===== config.mk =====
export PLATFORM = sky130hd
export DESIGN_NAME = afc_multidevice_control
export DESIGN_NICKNAME = d
export VERILOG_FILES = /design/src/rtl/afc_multidevice_control.v /design/src/rtl/afc_sync.v
export VERILOG_INCLUDE_DIRS = /design/src /design/src/rtl
export SDC_FILE = /design/constraint.sdc
export NUM_CORES = 1
export LEC_CHECK = 0
export ABC_CLOCK_PERIOD_IN_PS = 4400
export BUFFER_PORTS_ARGS = -buffer_cell sky130_fd_sc_hd__buf_2
export CORE_ASPECT_RATIO = 0.75
export CORE_UTILIZATION = 39
export DETAILED_ROUTE_END_ITERATION = 8
export GPL_TIMING_DRIVEN = 1
export PLACE_DENSITY = 0.67
export SYNTH_ARGS = -nofsm -noshare
export SYNTH_HDL_FRONTEND = slang
export SYNTH_SLANG_ARGS = --single-unit

===== constraint.sdc =====
create_clock -name clk_sys -period 4.4 [get_ports clk_sys]
set_clock_uncertainty 0.1 [all_clocks]
set_input_delay 0.44 -clock clk_sys [delete_from_list [all_inputs] [get_ports clk_sys]]
set_output_delay 0.44 -clock clk_sys [all_outputs]
set_load 0.02 [all_outputs]

===== src/rtl/afc_defs.vh =====
// constants for the adaptive feedback multi-device control block
`ifndef AFC_DEFS_VH
`define AFC_DEFS_VH
`define AFC_CLK_HZ 20000000
`define AFC_READY_US 5500
`define AFC_OTP_US 500
`define AFC_SHORT_US 4000
`define AFC_MON_US 100
`define AFC_ADDR_CHENA 32'h0000000C
`define AFC_ADDR_BAND 32'h0000009C
`define AFC_ADDR_STATUS 32'h00000100
`define AFC_ADDR_DIV 32'h00000104
`define AFC_ADDR_CTRL 32'h00000108
`define AFC_CHENA_RST 16'hFFFF
`define AFC_BAND_RST 8'h00
`define AFC_DIV_RST 8'h80
`define AFC_FBO_LOWER 2'h0
`define AFC_FBO_HOLD 2'h1
`define AFC_FBO_RAISE 2'h2
`define AFC_STRAP_SUP 2'h0
`define AFC_STRAP_RES 2'h1
`define AFC_STRAP_GND 2'h2
`endif


===== src/rtl/afc_multidevice_control.v =====
// adaptive feedback control, address straps, start-up and apb registers
`timescale 1ns/10ps
`default_nettype none
`include "afc_defs.vh"
module afc_multidevice_control #(
    parameter CHANNELS = 16,
    parameter CLK_HZ = `AFC_CLK_HZ,
    parameter READY_CYC = (`AFC_READY_US * (CLK_HZ / 1000)) / 1000,
    parameter OTP_CYC = (`AFC_OTP_US * (CLK_HZ / 1000) + 999) / 1000,
    parameter SHORT_CYC = (`AFC_SHORT_US * (CLK_HZ / 1000)) / 1000,
    parameter MON_CYC = (`AFC_MON_US * (CLK_HZ / 1000)) / 1000
) (
    // clock, reset, enable
    input wire clk_sys,
    input wire arst_n,
    input wire clkEn,
    // power and straps
    input wire enablePin,
    input wire logicSupplyOk,
    input wire roleStrap,
    input wire [1:0] address_strap_low,
    input wire [1:0] address_strap_high,
    input wire address_page_select,
    // analog comparator flags
    input wire [CHANNELS-1:0] headroomBelowLow,
    input wire [CHANNELS-1:0] headroomAboveHigh,
    input wire [CHANNELS-1:0] channelShortSeen,
    input wire feedbackAboveRaise,
    input wire feedbackAboveMax,
    input wire feedbackBelowLower,
    // apb slave
    input wire psel,
    input wire penable,
    input wire pwrite,
    input wire [31:0] paddr,
    input wire [31:0] pwdata,
    output reg [31:0] prdata,
    output reg pready,
    output reg pslverr,
    // outputs to analog
    output reg [CHANNELS-1:0] channelDrive,
    output reg [1:0] bias_feedback_output,
    output reg [7:0] dividerStep,
    output reg [7:0] bandSetting,
    output reg [3:0] deviceAddress,
    output reg isMaster,
    output reg logicReady
);
    localparam ST_OFF = 3'h0;
    localparam ST_OTP = 3'h1;
    localparam ST_WAIT = 3'h2;
    localparam ST_RUN = 3'h3;
    localparam CNTW = 24;

    wire [CHANNELS-1:0] lowS;
    wire [CHANNELS-1:0] highS;
    wire [CHANNELS-1:0] shortS;
    wire [2:0] feedbackS;
    wire [4:0] pinS;

    // comparator flags are synchronised before use
    afc_sync #(.WIDTH(3*CHANNELS)) uSyncCh (
        .clk_sys(clk_sys),
        .arst_n(arst_n),
        .clkEn(clkEn),
        .asyncIn({headroomBelowLow, headroomAboveHigh, channelShortSeen}),
        .syncOut({lowS, highS, shortS})
    );
    afc_sync #(.WIDTH(8)) uSyncFb (
        .clk_sys(clk_sys),
        .arst_n(arst_n),
        .clkEn(clkEn),
        .asyncIn({feedbackAboveRaise, feedbackAboveMax, feedbackBelowLower,
                  enablePin, logicSupplyOk, 3'h0}),
        .syncOut({feedbackS, pinS})
    );
    wire enS = pinS[4];
    wire vccS = pinS[3];

    reg [2:0] state_q;
    reg [CNTW-1:0] seqCnt_q;
    reg [CNTW-1:0] monCnt_q;
    reg [CHANNELS-1:0] chEna_q;
    reg [CHANNELS-1:0] shutOff_q;
    reg addrTaken_q;
    reg upFlag_q;
    reg downFlag_q;
    reg [CNTW-1:0] shortCnt_q [0:CHANNELS-1];

    // feedback input detector
    wire inRaise = feedbackS[2] & ~feedbackS[1];
    wire inLower = feedbackS[0];

    wire activeAny = |chEna_q;
    wire anyLow = |(lowS & chEna_q & ~shutOff_q);
    wire allHigh = activeAny &&
        ((highS | ~chEna_q | shutOff_q) == {CHANNELS{1'b1}});
    wire wantRaise = upFlag_q | anyLow;
    wire wantLower = downFlag_q & allHigh & ~wantRaise;
    wire monTick = (monCnt_q == MON_CYC[CNTW-1:0] - 1'b1);
    wire running = (state_q == ST_RUN);

    // three-level strap pair to address
    reg [3:0] addrCode;
    always @* begin
        addrCode = {2'h0, address_strap_high} * 4'h3 +
            {2'h0, address_strap_low};
        if (address_strap_high == 2'h3 || address_strap_low == 2'h3) begin
            addrCode = 4'h8;
        end
        // code 8 is shared by both pages, also for an invalid strap
        if (address_page_select && addrCode != 4'h8) begin
            addrCode = addrCode + 4'h8;
        end
    end

    // start-up sequencer
    always @(posedge clk_sys or negedge arst_n) begin
        if (!arst_n) begin
            state_q <= ST_OFF;
            seqCnt_q <= {CNTW{1'b0}};
            logicReady <= 1'b0;
        end else if (clkEn) begin
            case (state_q)
                ST_OFF: begin
                    logicReady <= 1'b0;
                    seqCnt_q <= {CNTW{1'b0}};
                    if (enS && vccS) begin
                        state_q <= ST_OTP;
                    end
                end
                ST_OTP: begin
                    seqCnt_q <= seqCnt_q + 1'b1;
                    if (seqCnt_q >= OTP_CYC[CNTW-1:0] - 1'b1) begin
                        state_q <= ST_WAIT;
                    end
                end
                ST_WAIT: begin
                    seqCnt_q <= seqCnt_q + 1'b1;
                    if (seqCnt_q >= READY_CYC[CNTW-1:0] - 1'b1) begin
                        state_q <= ST_RUN;
                        logicReady <= 1'b1;
                    end
                end
                ST_RUN: begin
                    logicReady <= 1'b1;
                end
                default: begin
                    state_q <= ST_OFF;
                end
            endcase
            if (!enS || !vccS) begin
                state_q <= ST_OFF;
                logicReady <= 1'b0;
            end
        end
    end

    // straps caught once, on the first cycle in ST_OTP after release of reset
    always @(posedge clk_sys or negedge arst_n) begin
        if (!arst_n) begin
            addrTaken_q <= 1'b0;
            deviceAddress <= 4'h0;
            isMaster <= 1'b0;
        end else if (clkEn && !addrTaken_q && state_q == ST_OTP) begin
            addrTaken_q <= 1'b1;
            deviceAddress <= addrCode;
            isMaster <= ~roleStrap;
        end
    end

    // monitoring interval and decisions
    always @(posedge clk_sys or negedge arst_n) begin
        if (!arst_n) begin
            monCnt_q <= {CNTW{1'b0}};
            upFlag_q <= 1'b0;
            downFlag_q <= 1'b0;
            dividerStep <= `AFC_DIV_RST;
            bias_feedback_output <= `AFC_FBO_HOLD;
        end else if (clkEn) begin
            upFlag_q <= inRaise;
            downFlag_q <= inLower & ~inRaise;
            if (!running) begin
                monCnt_q <= {CNTW{1'b0}};
                bias_feedback_output <= `AFC_FBO_HOLD;
            end else begin
                monCnt_q <= monTick ? {CNTW{1'b0}} : monCnt_q + 1'b1;
                if (!isMaster) begin
                    if (wantRaise) begin
                        bias_feedback_output <= `AFC_FBO_RAISE;
                    end else if (wantLower) begin
                        bias_feedback_output <= `AFC_FBO_LOWER;
                    end else begin
                        bias_feedback_output <= `AFC_FBO_HOLD;
                    end
                end else begin
                    // master: output held at the hold code, master steps the divider, slave does not step
                    bias_feedback_output <= `AFC_FBO_HOLD;
                    if (monTick) begin
                        if (wantRaise && dividerStep != 8'h00) begin
                            dividerStep <= dividerStep - 1'b1;
                        end else if (wantLower && dividerStep != 8'hFF) begin
                            dividerStep <= dividerStep + 1'b1;
                        end
                    end
                end
            end
        end
    end

    // per channel short timer and drive
    genvar g;
    generate
        for (g = 0; g < CHANNELS; g = g + 1) begin : gCh
            always @(posedge clk_sys or negedge arst_n) begin
                if (!arst_n) begin
                    shortCnt_q[g] <= {CNTW{1'b0}};
                    shutOff_q[g] <= 1'b0;
                    channelDrive[g] <= 1'b0;
                end else if (clkEn) begin
                    if (!running) begin
                        shortCnt_q[g] <= {CNTW{1'b0}};
                        shutOff_q[g] <= 1'b0;
                    end else if (shortS[g] && chEna_q[g]) begin
                        if (shortCnt_q[g] >= SHORT_CYC[CNTW-1:0] - 1'b1) begin
                            shutOff_q[g] <= 1'b1;
                        end else begin
                            shortCnt_q[g] <= shortCnt_q[g] + 1'b1;
                        end
                    end else begin
                        shortCnt_q[g] <= {CNTW{1'b0}};
                    end
                    channelDrive[g] <= running & chEna_q[g] &
                        ~shutOff_q[g];
                end
            end
        end
    endgenerate

    // apb slave, answers in the access cycle
    wire apbSetup = psel & ~penable;
    wire apbWr = psel & penable & pwrite & pready;
    always @(posedge clk_sys or negedge arst_n) begin
        if (!arst_n) begin
            chEna_q <= `AFC_CHENA_RST;
            bandSetting <= `AFC_BAND_RST;
            prdata <= 32'h00000000;
            pready <= 1'b0;
            pslverr <= 1'b0;
        end else if (clkEn) begin
            pready <= apbSetup;
            pslverr <= 1'b0;
            if (apbWr) begin
                case (paddr)
                    `AFC_ADDR_CHENA: chEna_q <= pwdata[CHANNELS-1:0];
                    `AFC_ADDR_BAND: bandSetting <= pwdata[7:0];
                    default: begin
                    end
                endcase
            end
            if (apbSetup) begin
                prdata <= 32'h00000000;
                case (paddr)
                    `AFC_ADDR_CHENA: prdata[CHANNELS-1:0] <= chEna_q;
                    `AFC_ADDR_BAND: prdata[7:0] <= bandSetting;
                    `AFC_ADDR_STATUS: prdata <= {8'h00, shutOff_q[CHANNELS-1:0],
                        2'h0, upFlag_q, downFlag_q, deviceAddress};
                    `AFC_ADDR_DIV: prdata[7:0] <= dividerStep;
                    `AFC_ADDR_CTRL: prdata[4:0] <= {state_q, isMaster,
                        logicReady};
                    default: pslverr <= 1'b1;
                endcase
            end
        end
    end
endmodule
`default_nettype wire


===== src/rtl/afc_sync.v =====
// two-flop synchroniser for a bus of comparator flags
`timescale 1ns/10ps
`default_nettype none
module afc_sync #(
    parameter WIDTH = 1
) (
    input wire clk_sys,
    input wire arst_n,
    input wire clkEn,
    input wire [WIDTH-1:0] asyncIn,
    output reg [WIDTH-1:0] syncOut
);
    reg [WIDTH-1:0] meta_q;
    always @(posedge clk_sys or negedge arst_n) begin
        if (!arst_n) begin
            meta_q <= {WIDTH{1'b0}};
            syncOut <= {WIDTH{1'b0}};
        end else if (clkEn) begin
            meta_q <= asyncIn;
            syncOut <= meta_q;
        end
    end
endmodule
`default_nettype wire


Yosys cells after proc, flatten, opt, wreduce, memory -nomap -nowiden
Index checks and enable logic that the tools add are counted.
{"block": "word_totals", "register_bits": 650, "input_bits": 129, "output_inout_bits": 74, "word_cells": 440}
{"block": "classes", "add_sub_neg": 22, "n_mul": 1, "n_lt_le_gt_ge": 18, "n_eq_ne": 66, "mux": 121, "bitwise": 68, "n_reduce_logical": 76}
{"op": "$mux W24", "count": 50}
{"op": "$add A24 B1 Y24 const B", "count": 18}
{"op": "$ge A24 B17 Y1 const B", "count": 17}
{"op": "$eq A32 B9 Y1 const B", "count": 3}
{"op": "$ne A2 B1 Y1 const B", "count": 33}
{"op": "$ne A3 B3 Y1 const B", "count": 19}
{"op": "$reduce_and A3 Y1", "count": 19}
{"op": "$mux W1", "count": 53}
{"op": "$pmux W24 S2", "count": 1}
{"op": "$and A1 B1 Y1", "count": 40}
{"op": "$reduce_and A2 Y1", "count": 18}
{"op": "$and A16 B16 Y16", "count": 2}
{"op": "$eq A32 B4 Y1 const B", "count": 1}
{"op": "$eq A32 B8 Y1 const B", "count": 1}
{"op": "$not A16 Y16", "count": 2}
{"op": "$or A16 B16 Y16", "count": 2}
{"op": "$reduce_or A16 Y1", "count": 2}
{"op": "$pmux W5 S5", "count": 1}
{"op": "$eq A24 B11 Y1 const B", "count": 1}
{"op": "$ge A24 B14 Y1 const B", "count": 1}
{"op": "$mux W8", "count": 3}
{"op": "$pmux W3 S4", "count": 2}
{"op": "$logic_and A1 B1 Y1", "count": 23}
{"op": "$not A1 Y1", "count": 21}
{"op": "26 further kinds", "count": 39}

Longest topological paths before layout
Gate-level depths: netlist (run 1).
{"block": "logic_depth", "word_depth": 11, "depth_mapped": 14, "mapped_depth_nobuf": 13}

Hierarchy
From an unflattened synthesis (run 1), not the netlist that was laid out.
{"block": "hier_totals", "hier_cells": 2982, "hier_area_um2": 31207.4}
{"module": "afc_multidevice_control", "instances": 1, "cells_each": 2745, "area_each_um2": 26793.2, "seq_area_each_um2": 13410.4}
{"module": "afc_sync (uSyncCh)", "instances": 1, "cells_each": 203, "area_each_um2": 3764.9, "seq_area_each_um2": 2402.3}
{"module": "afc_sync (uSyncFb)", "instances": 1, "cells_each": 34, "area_each_um2": 649.4, "seq_area_each_um2": 400.4}

Worst setup path after synthesis (run 1)
OpenSTA, ideal clock, no wires.
{"block": "synth_timing", "path_kind": "reg2reg", "from": "register chEna_q[10]", "to": "register dividerStep[6]", "setup_time_ps": 65, "t_arrival_ps": 2975, "t_required_ps": 4235, "slack_ps": 1260, "stages_incl_launch_ff": 15, "path_buffers": 1, "period_less_slack_ps": 3140, "cell_sequence": "dfstp_2 > clkbuf_1 > nand3b_1 > o2111ai_1 > nor4_1 > nand2_1 > nand2_1 > inv_1 > ha_1 > nor2b_1 > o21ai_0 > a21boi_0 > or4b_2 > nand3_1 > mux2_4"}
{"block": "synth_between", "elab_chain_len": 10, "elab_cells_between_ends": 18, "cone_classes": "eq/ne: 1; mux: 1; bitwise: 9; reduce/logical: 7"}
{"element": "start, declared", "line_no": "afc_multidevice_control.v:83", "rtl": "reg [CHANNELS-1:0] chEna_q;"}
{"element": "start signal, assigned", "line_no": "afc_multidevice_control.v:245", "rtl": "chEna_q <= `AFC_CHENA_RST;"}
{"element": "start signal, assigned", "line_no": "afc_multidevice_control.v:255", "rtl": "`AFC_ADDR_CHENA: chEna_q <= pwdata[CHANNELS-1:0];"}
{"element": "$not A16 Y16", "line_no": "afc_multidevice_control.v:97", "rtl": "((highS | ~chEna_q | shutOff_q) == {CHANNELS{1'b1}});"}
{"element": "$or A16 B16 Y16 (2 in series)", "line_no": "afc_multidevice_control.v:97"}
{"element": "$eq A16 B16 Y1", "line_no": "afc_multidevice_control.v:97"}
{"element": "$logic_and A1 B1 Y1", "line_no": "afc_multidevice_control.v:96", "rtl": "wire allHigh = activeAny &&"}
{"element": "$and A1 B1 Y1 (2 in series)", "line_no": "afc_multidevice_control.v:99", "rtl": "wire wantLower = downFlag_q & allHigh & ~wantRaise;"}
{"element": "$logic_and A1 B1 Y1", "line_no": "afc_multidevice_control.v:202", "rtl": "end else if (wantLower && dividerStep != 8'hFF) begin"}
{"element": "$reduce_bool A2 Y1 (no source line)"}
{"element": "$reduce_and A5 Y1 (no source line)"}
{"element": "end signal, assigned", "line_no": "afc_multidevice_control.v:178", "rtl": "dividerStep <= `AFC_DIV_RST;"}
{"element": "end signal, assigned", "line_no": "afc_multidevice_control.v:201", "rtl": "dividerStep <= dividerStep - 1'b1;"}
{"element": "end signal, assigned", "line_no": "afc_multidevice_control.v:203", "rtl": "dividerStep <= dividerStep + 1'b1;"}
{"element": "end, declared", "line_no": "afc_multidevice_control.v:43", "rtl": "output reg [7:0] dividerStep,"}
Several ways; a longest one is shown, not always the timed one.
A chain may end at the register's enable or synchronous reset.

Worst setup path after layout (run 1)
{"block": "layout_timing", "from": "register chEna_q[12]", "to": "register dividerStep[6]"}
The elaborated chain is that of the path after synthesis.

==> results_dict.tcl, run 1 <==
set metrics [dict create \
    place_hpwl_um 52100 \
    drv_slew 0 \
    grt_pass1_vias 21370 \
    worstHoldStart "paddr[5]" \
    async_reset_ff_share_pct 100.0 \
    totalWireLength_um 75060 \
    final_common_cell "dfrtp_1" \
    avgSynthCellArea_um2 10.38 \
    worstPathMaxFanout 6 \
    crit_chain "nand2b_1, o2111ai_1, nor4_1, buf_4, nand2_1, nand2_1, inv_1, ha_1, nor2b_1, o21ai_0, a21boi_0, or4b_2, nand3_1, mux2_4" \
    htree_levels 2 \
    slowest_stage "dfstp_2" \
    crit_path_end_kind "register" \
    tightest_slew_ns 1.107 \
    hold_viol 0 \
    drc 0 \
    dieArea_mm2 0.07873 \
    clockBufferDepth 3 \
    die_w_um 323.7 \
    syn_to_final_growth_pct 16.73 \
    cts_buffers 61 \
    yosysWarnings 0 \
    fin_nets 3321 \
    max_cap_violations 0 \
    cts_tree "yes" \
    drt_iter0_markers 1934 \
    regArea_mm2 0.01606 \
    ys_ff_latch 641 \
    finalSetupTns_ns 0 \
    status "completed" \
    relSlewSlack_pct 25.94 \
    post-route-min-period_ns 3.558 \
    coreArea_mm2 0.07685 \
    crit_buf_inv 2 \
    initial_utilization_pct 39.38 \
    grt_max_degree 114 \
    reg2reg_to "dividerStep[6]$_DFFE_PN0P_" \
    critPathLaunchType "register" \
    gp_congestion 0.8562 \
    clk_pin_slew_worst_paths_ns 0.07 \
    required_ns 4.87 \
    p_leak_nw 15.60 \
    antenna_left 0 \
    whs_endpoint "pslverr$_DFFE_PN0P_" \
    utilization_pct 45.97 \
    finalPower_w 0.01285 \
    post_cts_buffers 0 \
    synth_cells 2917 \
    drt_pass1_iterations 8 \
    grt_pass1_wl_um 120800 \
    post_drt_wl_per_cell_um 17.68 \
    final_cell_mix "dfrtp_1 (623), nor2_1 (318), nand2_1 (231), buf_2 (176)" \
    whs_path_depth 3 \
    port_buffers 178 \
    rsz0062_at_grt "false" \
    overflow 0 \
    grt_usage_pct 19.13 \
    syn_area_mm2 0.03027 \
    num_rows 88 \
    timing.final.crit_share_pct 80.86 \
    io_pins 203 \
    cp.arrival_ns 4.03 \
    setup_viol 0 \
    synth_ff_type "dfrtp_1" \
    irDropWorstVdd_uv 302.5 \
    ys_types 90 \
    hp-class "in2reg" \
    synth_edf_count 0 \
    max_stage_delay_ns 0.65 \
    holdWs_ns 0.05360 \
    multi_input_area_mm2 0.01358 \
    drive_above_1_share_pct 15.61 \
    path_class "reg2reg" \
    root_buffer "clkbuf_16" \
    post_drt_via_cell_ratio 5.442 \
    clock-sinks 641 \
    timing.rr.start "chEna_q[12]$_DFFE_PN1P_" \
    path_common_cell "nand2_1" \
    cp_top_family "simple AND/OR/NAND/NOR gates" \
    clock_latency_ns 0.65 \
    p_per_area_mw_per_mm2 363.6 \
    clock.fmax_mhz 281.1 \
    dieHeight_um 243.3 \
    r2r_slack_ns 0.84 \
    cts-resized-gates 0 \
    yosysSeqAreaShare_pct 53.07 \
    nFillCells 7117 \
    vias 23110 \
    r2r_cells 14 \
    antenna_found_initial 4 \
]
-- layer usage --
layer	global-route usage, %	up-vias	part of all wire (%)	wire, um
met1	30.19	11410	50	37310
met5	0	-	0	0
met4	4.911	0	2.1	1554
met2	25.35	590	40	29850
li1	-	11010	-	-
met3	5.087	102	8.5	6347
-- layout make-up --
| cell class | instances | area share (%) |
|---|---|---|
| timing repair buffer | 283 | 5.553 |
| clock inverter | 23 | 1.013 |
| tap | 1035 | 3.665 |
| inverter | 55 | 0.5843 |
| sequential | 641 | 45.47 |
| clock buffer | 92 | 5.280 |
| antenna | 1 | 0.007083 |
| multi-input combinational | 2116 | 38.43 |
-- worst max path at each step --
stage               slack (ns)                startpoint                         end  cells past startpoint
global placement          0.96    chEna_q[3]$_DFFE_PN1P_  dividerStep[6]$_DFFE_PN0P_                     14
finish                    0.84   chEna_q[12]$_DFFE_PN1P_  dividerStep[6]$_DFFE_PN0P_                     14
floorplan                 1.26   chEna_q[10]$_DFFE_PN1P_  dividerStep[6]$_DFFE_PN0P_                     14
detailed placement        0.91   chEna_q[12]$_DFFE_PN1P_  dividerStep[6]$_DFFE_PN0P_                     14
CTS                       0.87   chEna_q[12]$_DFFE_PN1P_  dividerStep[6]$_DFFE_PN0P_                     14
global route              0.66  shutOff_q[3]$_DFFE_PN0P_  dividerStep[6]$_DFFE_PN0P_                     14
-- through the flow --
stage	worst slack (ns)	area (um2)	cells
after detailed placement	0.9127	32400	4060
after global routing	0.6567	35330	4246
after CTS	0.8744	35330	4245
after floorplan	1.260	30290	2924
after global placement	0.9555	32400	4060
final	0.8419	35330	4246
-- flip-flops by register name, indices dropped and copies added (netlist names), 4 cells and up --
signal           flops
deviceAddress        4
bandSetting          8
uSyncFb.meta_q       5
uSyncCh.syncOut     48
uSyncCh.meta_q      48
dividerStep          8
shortCnt_q         384
chEna_q             16
uSyncFb.syncOut      5
monCnt_q            24
channelDrive        16
prdata              24
shutOff_q           16
seqCnt_q            24
-- what timing repair did --
| action | 4_1_cts | 5_1_grt |
|---|---|---|
| endpoints found under the setup margin | 0 | 0 |
| hold buffers | 70 | 0 |
| hold endpoints to repair | 158 | 0 |
-- synthesized netlist by cell type (18+ instances only) --
master,n,area [um2]
a211oi_1,33,247.7
a21oi_1,81,405.4
a22o_1,29,254.0
a31oi_1,21,131.4
and2_1,91,569.3
and3_1,79,494.2
and4_1,21,183.9
clkbuf_1,89,334.1
dfrtp_1,623,15590
dfstp_2,18,473.0
ha_1,31,387.9
inv_1,54,202.7
mux2_2,120,1351
nand2_1,231,867.1
nand2b_1,25,156.4
nand3_1,131,655.6
nand4_1,76,475.5
nor2_1,318,1194
nor2b_1,32,200.2
nor3_1,52,260.3
nor4_1,56,350.3
o2111ai_1,22,192.7
o211ai_1,23,172.7
o21a_1,24,180.2
o21ai_0,131,655.6
o2bb2ai_1,19,166.4
o31ai_1,31,232.7
or3_1,31,193.9
or4_1,19,142.6
xnor2_1,59,516.8
xor2_1,127,1112
-- cell families after synthesis --
group	Yosys count	share of synthesized area (%)
AO/OA/AOI/OAI	530	12.13
XOR/XNOR	186	5.383
adder cells (fa/ha/maj)	34	1.480
buffers and inverters	167	2.195
flip-flops	641	53.07
multiplexers	145	5.407
other	1	0.01239
AND/OR/NAND/NOR	1213	20.32
-- worst reg2reg max path: stages (launching register included) --
cell	delay [ns]
dfstp_2	0.65
nand2b_1	0.18
o2111ai_1	0.24
nor4_1	0.08
buf_4	0.17
nand2_1	0.11
nand2_1	0.09
inv_1	0.18
ha_1	0.30
nor2b_1	0.15
o21ai_0	0.20
a21boi_0	0.16
or4b_2	0.62
nand3_1	0.11
mux2_4	0.14
-- power by group --
group	switching, W	internal (W)	total (W)
combinational	0.000499	0.000323	0.000821
sequential	0.000174	0.00606	0.00623
clock	0.00234	0.00345	0.00579
Power figures use the tool's default switching activity.
==> run 2, diff against run 1 <==
- ABC_CLOCK_PERIOD_IN_PS: 4400 -> 3600
- clock period: 4.4 -> 3.6 ns (I/O delays scaled with it)
==> results_dict.tcl, run 2 (synthesis gave the netlist of run 1 again) <==
set metrics [dict create \
    finalSetupTns_ns 0 \
    initial_utilization_pct 39.38 \
    grt_max_degree 99 \
    post-route-min-period_ns 3.358 \
    rsz0062_at_grt "false" \
    vias 23120 \
    dieArea_mm2 0.07873 \
    regArea_mm2 0.01606 \
    antenna_cells 0 \
    fin_nets 3365 \
    crit_chain "nand3b_1, o2111ai_1, nor4_2, buf_4, nand2_1, nand2_1, inv_1, buf_4, ha_1, a21oi_1, o211ai_1, a2111oi_0, buf_4, nor3_1, mux2i_1, o211ai_1" \
    cts_tree "yes" \
    path_common_cell "buf_4" \
    max_stage_delay_ns 0.44 \
    clock.fmax_mhz 297.8 \
    syn_to_final_growth_pct 17.76 \
    die_w_um 323.7 \
    p_leak_nw 15.81 \
    multi_input_area_mm2 0.01358 \
    setup_viol 0 \
    tightest_slew_ns 1.012 \
    timing.final.crit_share_pct 93.27 \
    hp-class "in2reg" \
    cts_buffers 66 \
    port_buffers 178 \
    totalWireLength_um 76240 \
    nFillCells 7102 \
    grt_pass1_wl_um 123300 \
    p_per_area_mw_per_mm2 440.4 \
    max_cap_violations 0 \
    utilization_pct 46.37 \
    top_register "shortCnt_q" \
    clock_latency_ns 0.61 \
    holdWs_ns 0.04385 \
    coreArea_mm2 0.07685 \
    grt_pass1_vias 21990 \
    drt_pass1_iterations 8 \
    dieHeight_um 243.3 \
    path_class "reg2reg" \
    overflow 0 \
    final_cell_mix "dfrtp_1 (623), nor2_1 (318), nand2_1 (231), buf_2 (176)" \
    antenna_left 0 \
    grt_usage_pct 19.66 \
    critPathLaunchType "register" \
    clk_pin_slew_worst_paths_ns 0.07 \
    post_drt_via_cell_ratio 5.397 \
    finalPower_w 0.01570 \
    root_buffer "clkbuf_16" \
    drt_iter0_markers 1971 \
    slowest_stage "a2111oi_0" \
    gp_congestion 0.8829 \
    drv_slew 0 \
    required_ns 4.02 \
    clock-sinks 641 \
    crit_path_end_kind "register" \
    htree_levels 3 \
    antenna_found_initial 1 \
    drive_above_1_share_pct 16.50 \
    worstPathMaxFanout 5 \
    post_cts_buffers 0 \
    top_regs "shortCnt_q (384), uSyncCh.meta_q (48), uSyncCh.syncOut (48)" \
    relSlewSlack_pct 32.00 \
    hold_viol 0 \
    drc 0 \
    largest_register_ffs 384 \
    irDropWorstVdd_uv 278.2 \
    io_pins 203 \
    place_hpwl_um 53460 \
    num_rows 88 \
    post_drt_wl_per_cell_um 17.80 \
    clockBufferDepth 3 \
    final_common_cell "dfrtp_1" \
    cp.arrival_ns 3.78 \
    status "completed" \
]
[run 2: cell count changes in the layout (fill, tap and decap cells not counted), sizes merged]
cell         before  now
buf             213  251
clkbuf           92   96
dlygate4sd3      70   71
clkinvlp          4    3
bufinv            9    6
diode             1    0
[run 2: layout make-up]
| type | count | area share (%) |
|---|---|---|
| timing repair buffer | 322 | 6.404 |
| inverter | 55 | 0.5793 |
| multi-input combinational | 2116 | 38.12 |
| clock inverter | 19 | 0.7302 |
| sequential | 641 | 45.07 |
| tap | 1035 | 3.634 |
| clock buffer | 96 | 5.466 |
[run 2: where the power goes]
group          internal (W)  total (W)  switching, W
combinational      0.000413    0.00104      0.000623
sequential          0.00741    0.00762      0.000215
clock               0.00419    0.00704       0.00285
total                0.0120     0.0157       0.00369
[run 2: routing by layer]
metal / wire, um / part of all wire [%] / up-vias / global-route usage, %
met5: 114 / 0.15 / - / 1.049
met4: 1809 / 2.4 / 2 / 5.411
met3: 5934 / 7.8 / 100 / 5.395
met2: 31100 / 41 / 591 / 26.85
met1: 37280 / 49 / 11330 / 29.97
li1: - / - / 11100 / -
[run 2: through the flow]
stage / worst slack [ns] / area, um2 / instances
3_5_place_dp: 0.2126 / 32710 / 4098
6_report: 0.2425 / 35640 / 4284
4_1_cts: 0.1922 / 35630 / 4284
3_3_place_gp: 0.2258 / 32710 / 4098
5_1_grt: 0.04978 / 35640 / 4284
2_1_floorplan: 0.4605 / 30290 / 2924
[run 2: repair_timing]
item,in CTS,in global routing
setup endpoints to repair,0,2
hold endpoints to repair,136,0
resized for setup,0,1
hold buffers,71,0
[run 2: path summary, 6_finish.rpt]
kind                                                from  slack [ns]                      endpoint  cells after the start
worst min-delay path                address_strap_low[0]        0.04  deviceAddress[0]$_DFFE_PN0P_                      3
min in group asynchronous                         arst_n        0.23      monCnt_q[15]$_DFFE_PN0P_                      2
max in group asynchronous                         arst_n        2.08    shortCnt_q[91]$_DFFE_PN0P_                      3
worst max-delay path            shutOff_q[7]$_DFFE_PN0P_        0.24    dividerStep[7]$_DFFE_PN1P_                     16
worst max register to register  shutOff_q[7]$_DFFE_PN0P_        0.24    dividerStep[7]$_DFFE_PN1P_                     16
worst min register to register   addrTaken_q$_DFFE_PN0P_        0.37       addrTaken_q$_DFFE_PN0P_                      1
[run 2: critical path: cells and delay by family (launching register included)]
| family | cells | cell delay [ns] |
|---|---|---|
| flip-flops | 1 | 0.43 |
| adder cells (fa/ha/maj) | 1 | 0.28 |
| AO/OA/AOI/OAI | 5 | 1.02 |
| AND/OR/NAND/NOR | 5 | 0.72 |
| multiplexers | 1 | 0.14 |
| buffers and inverters | 4 | 0.61 |
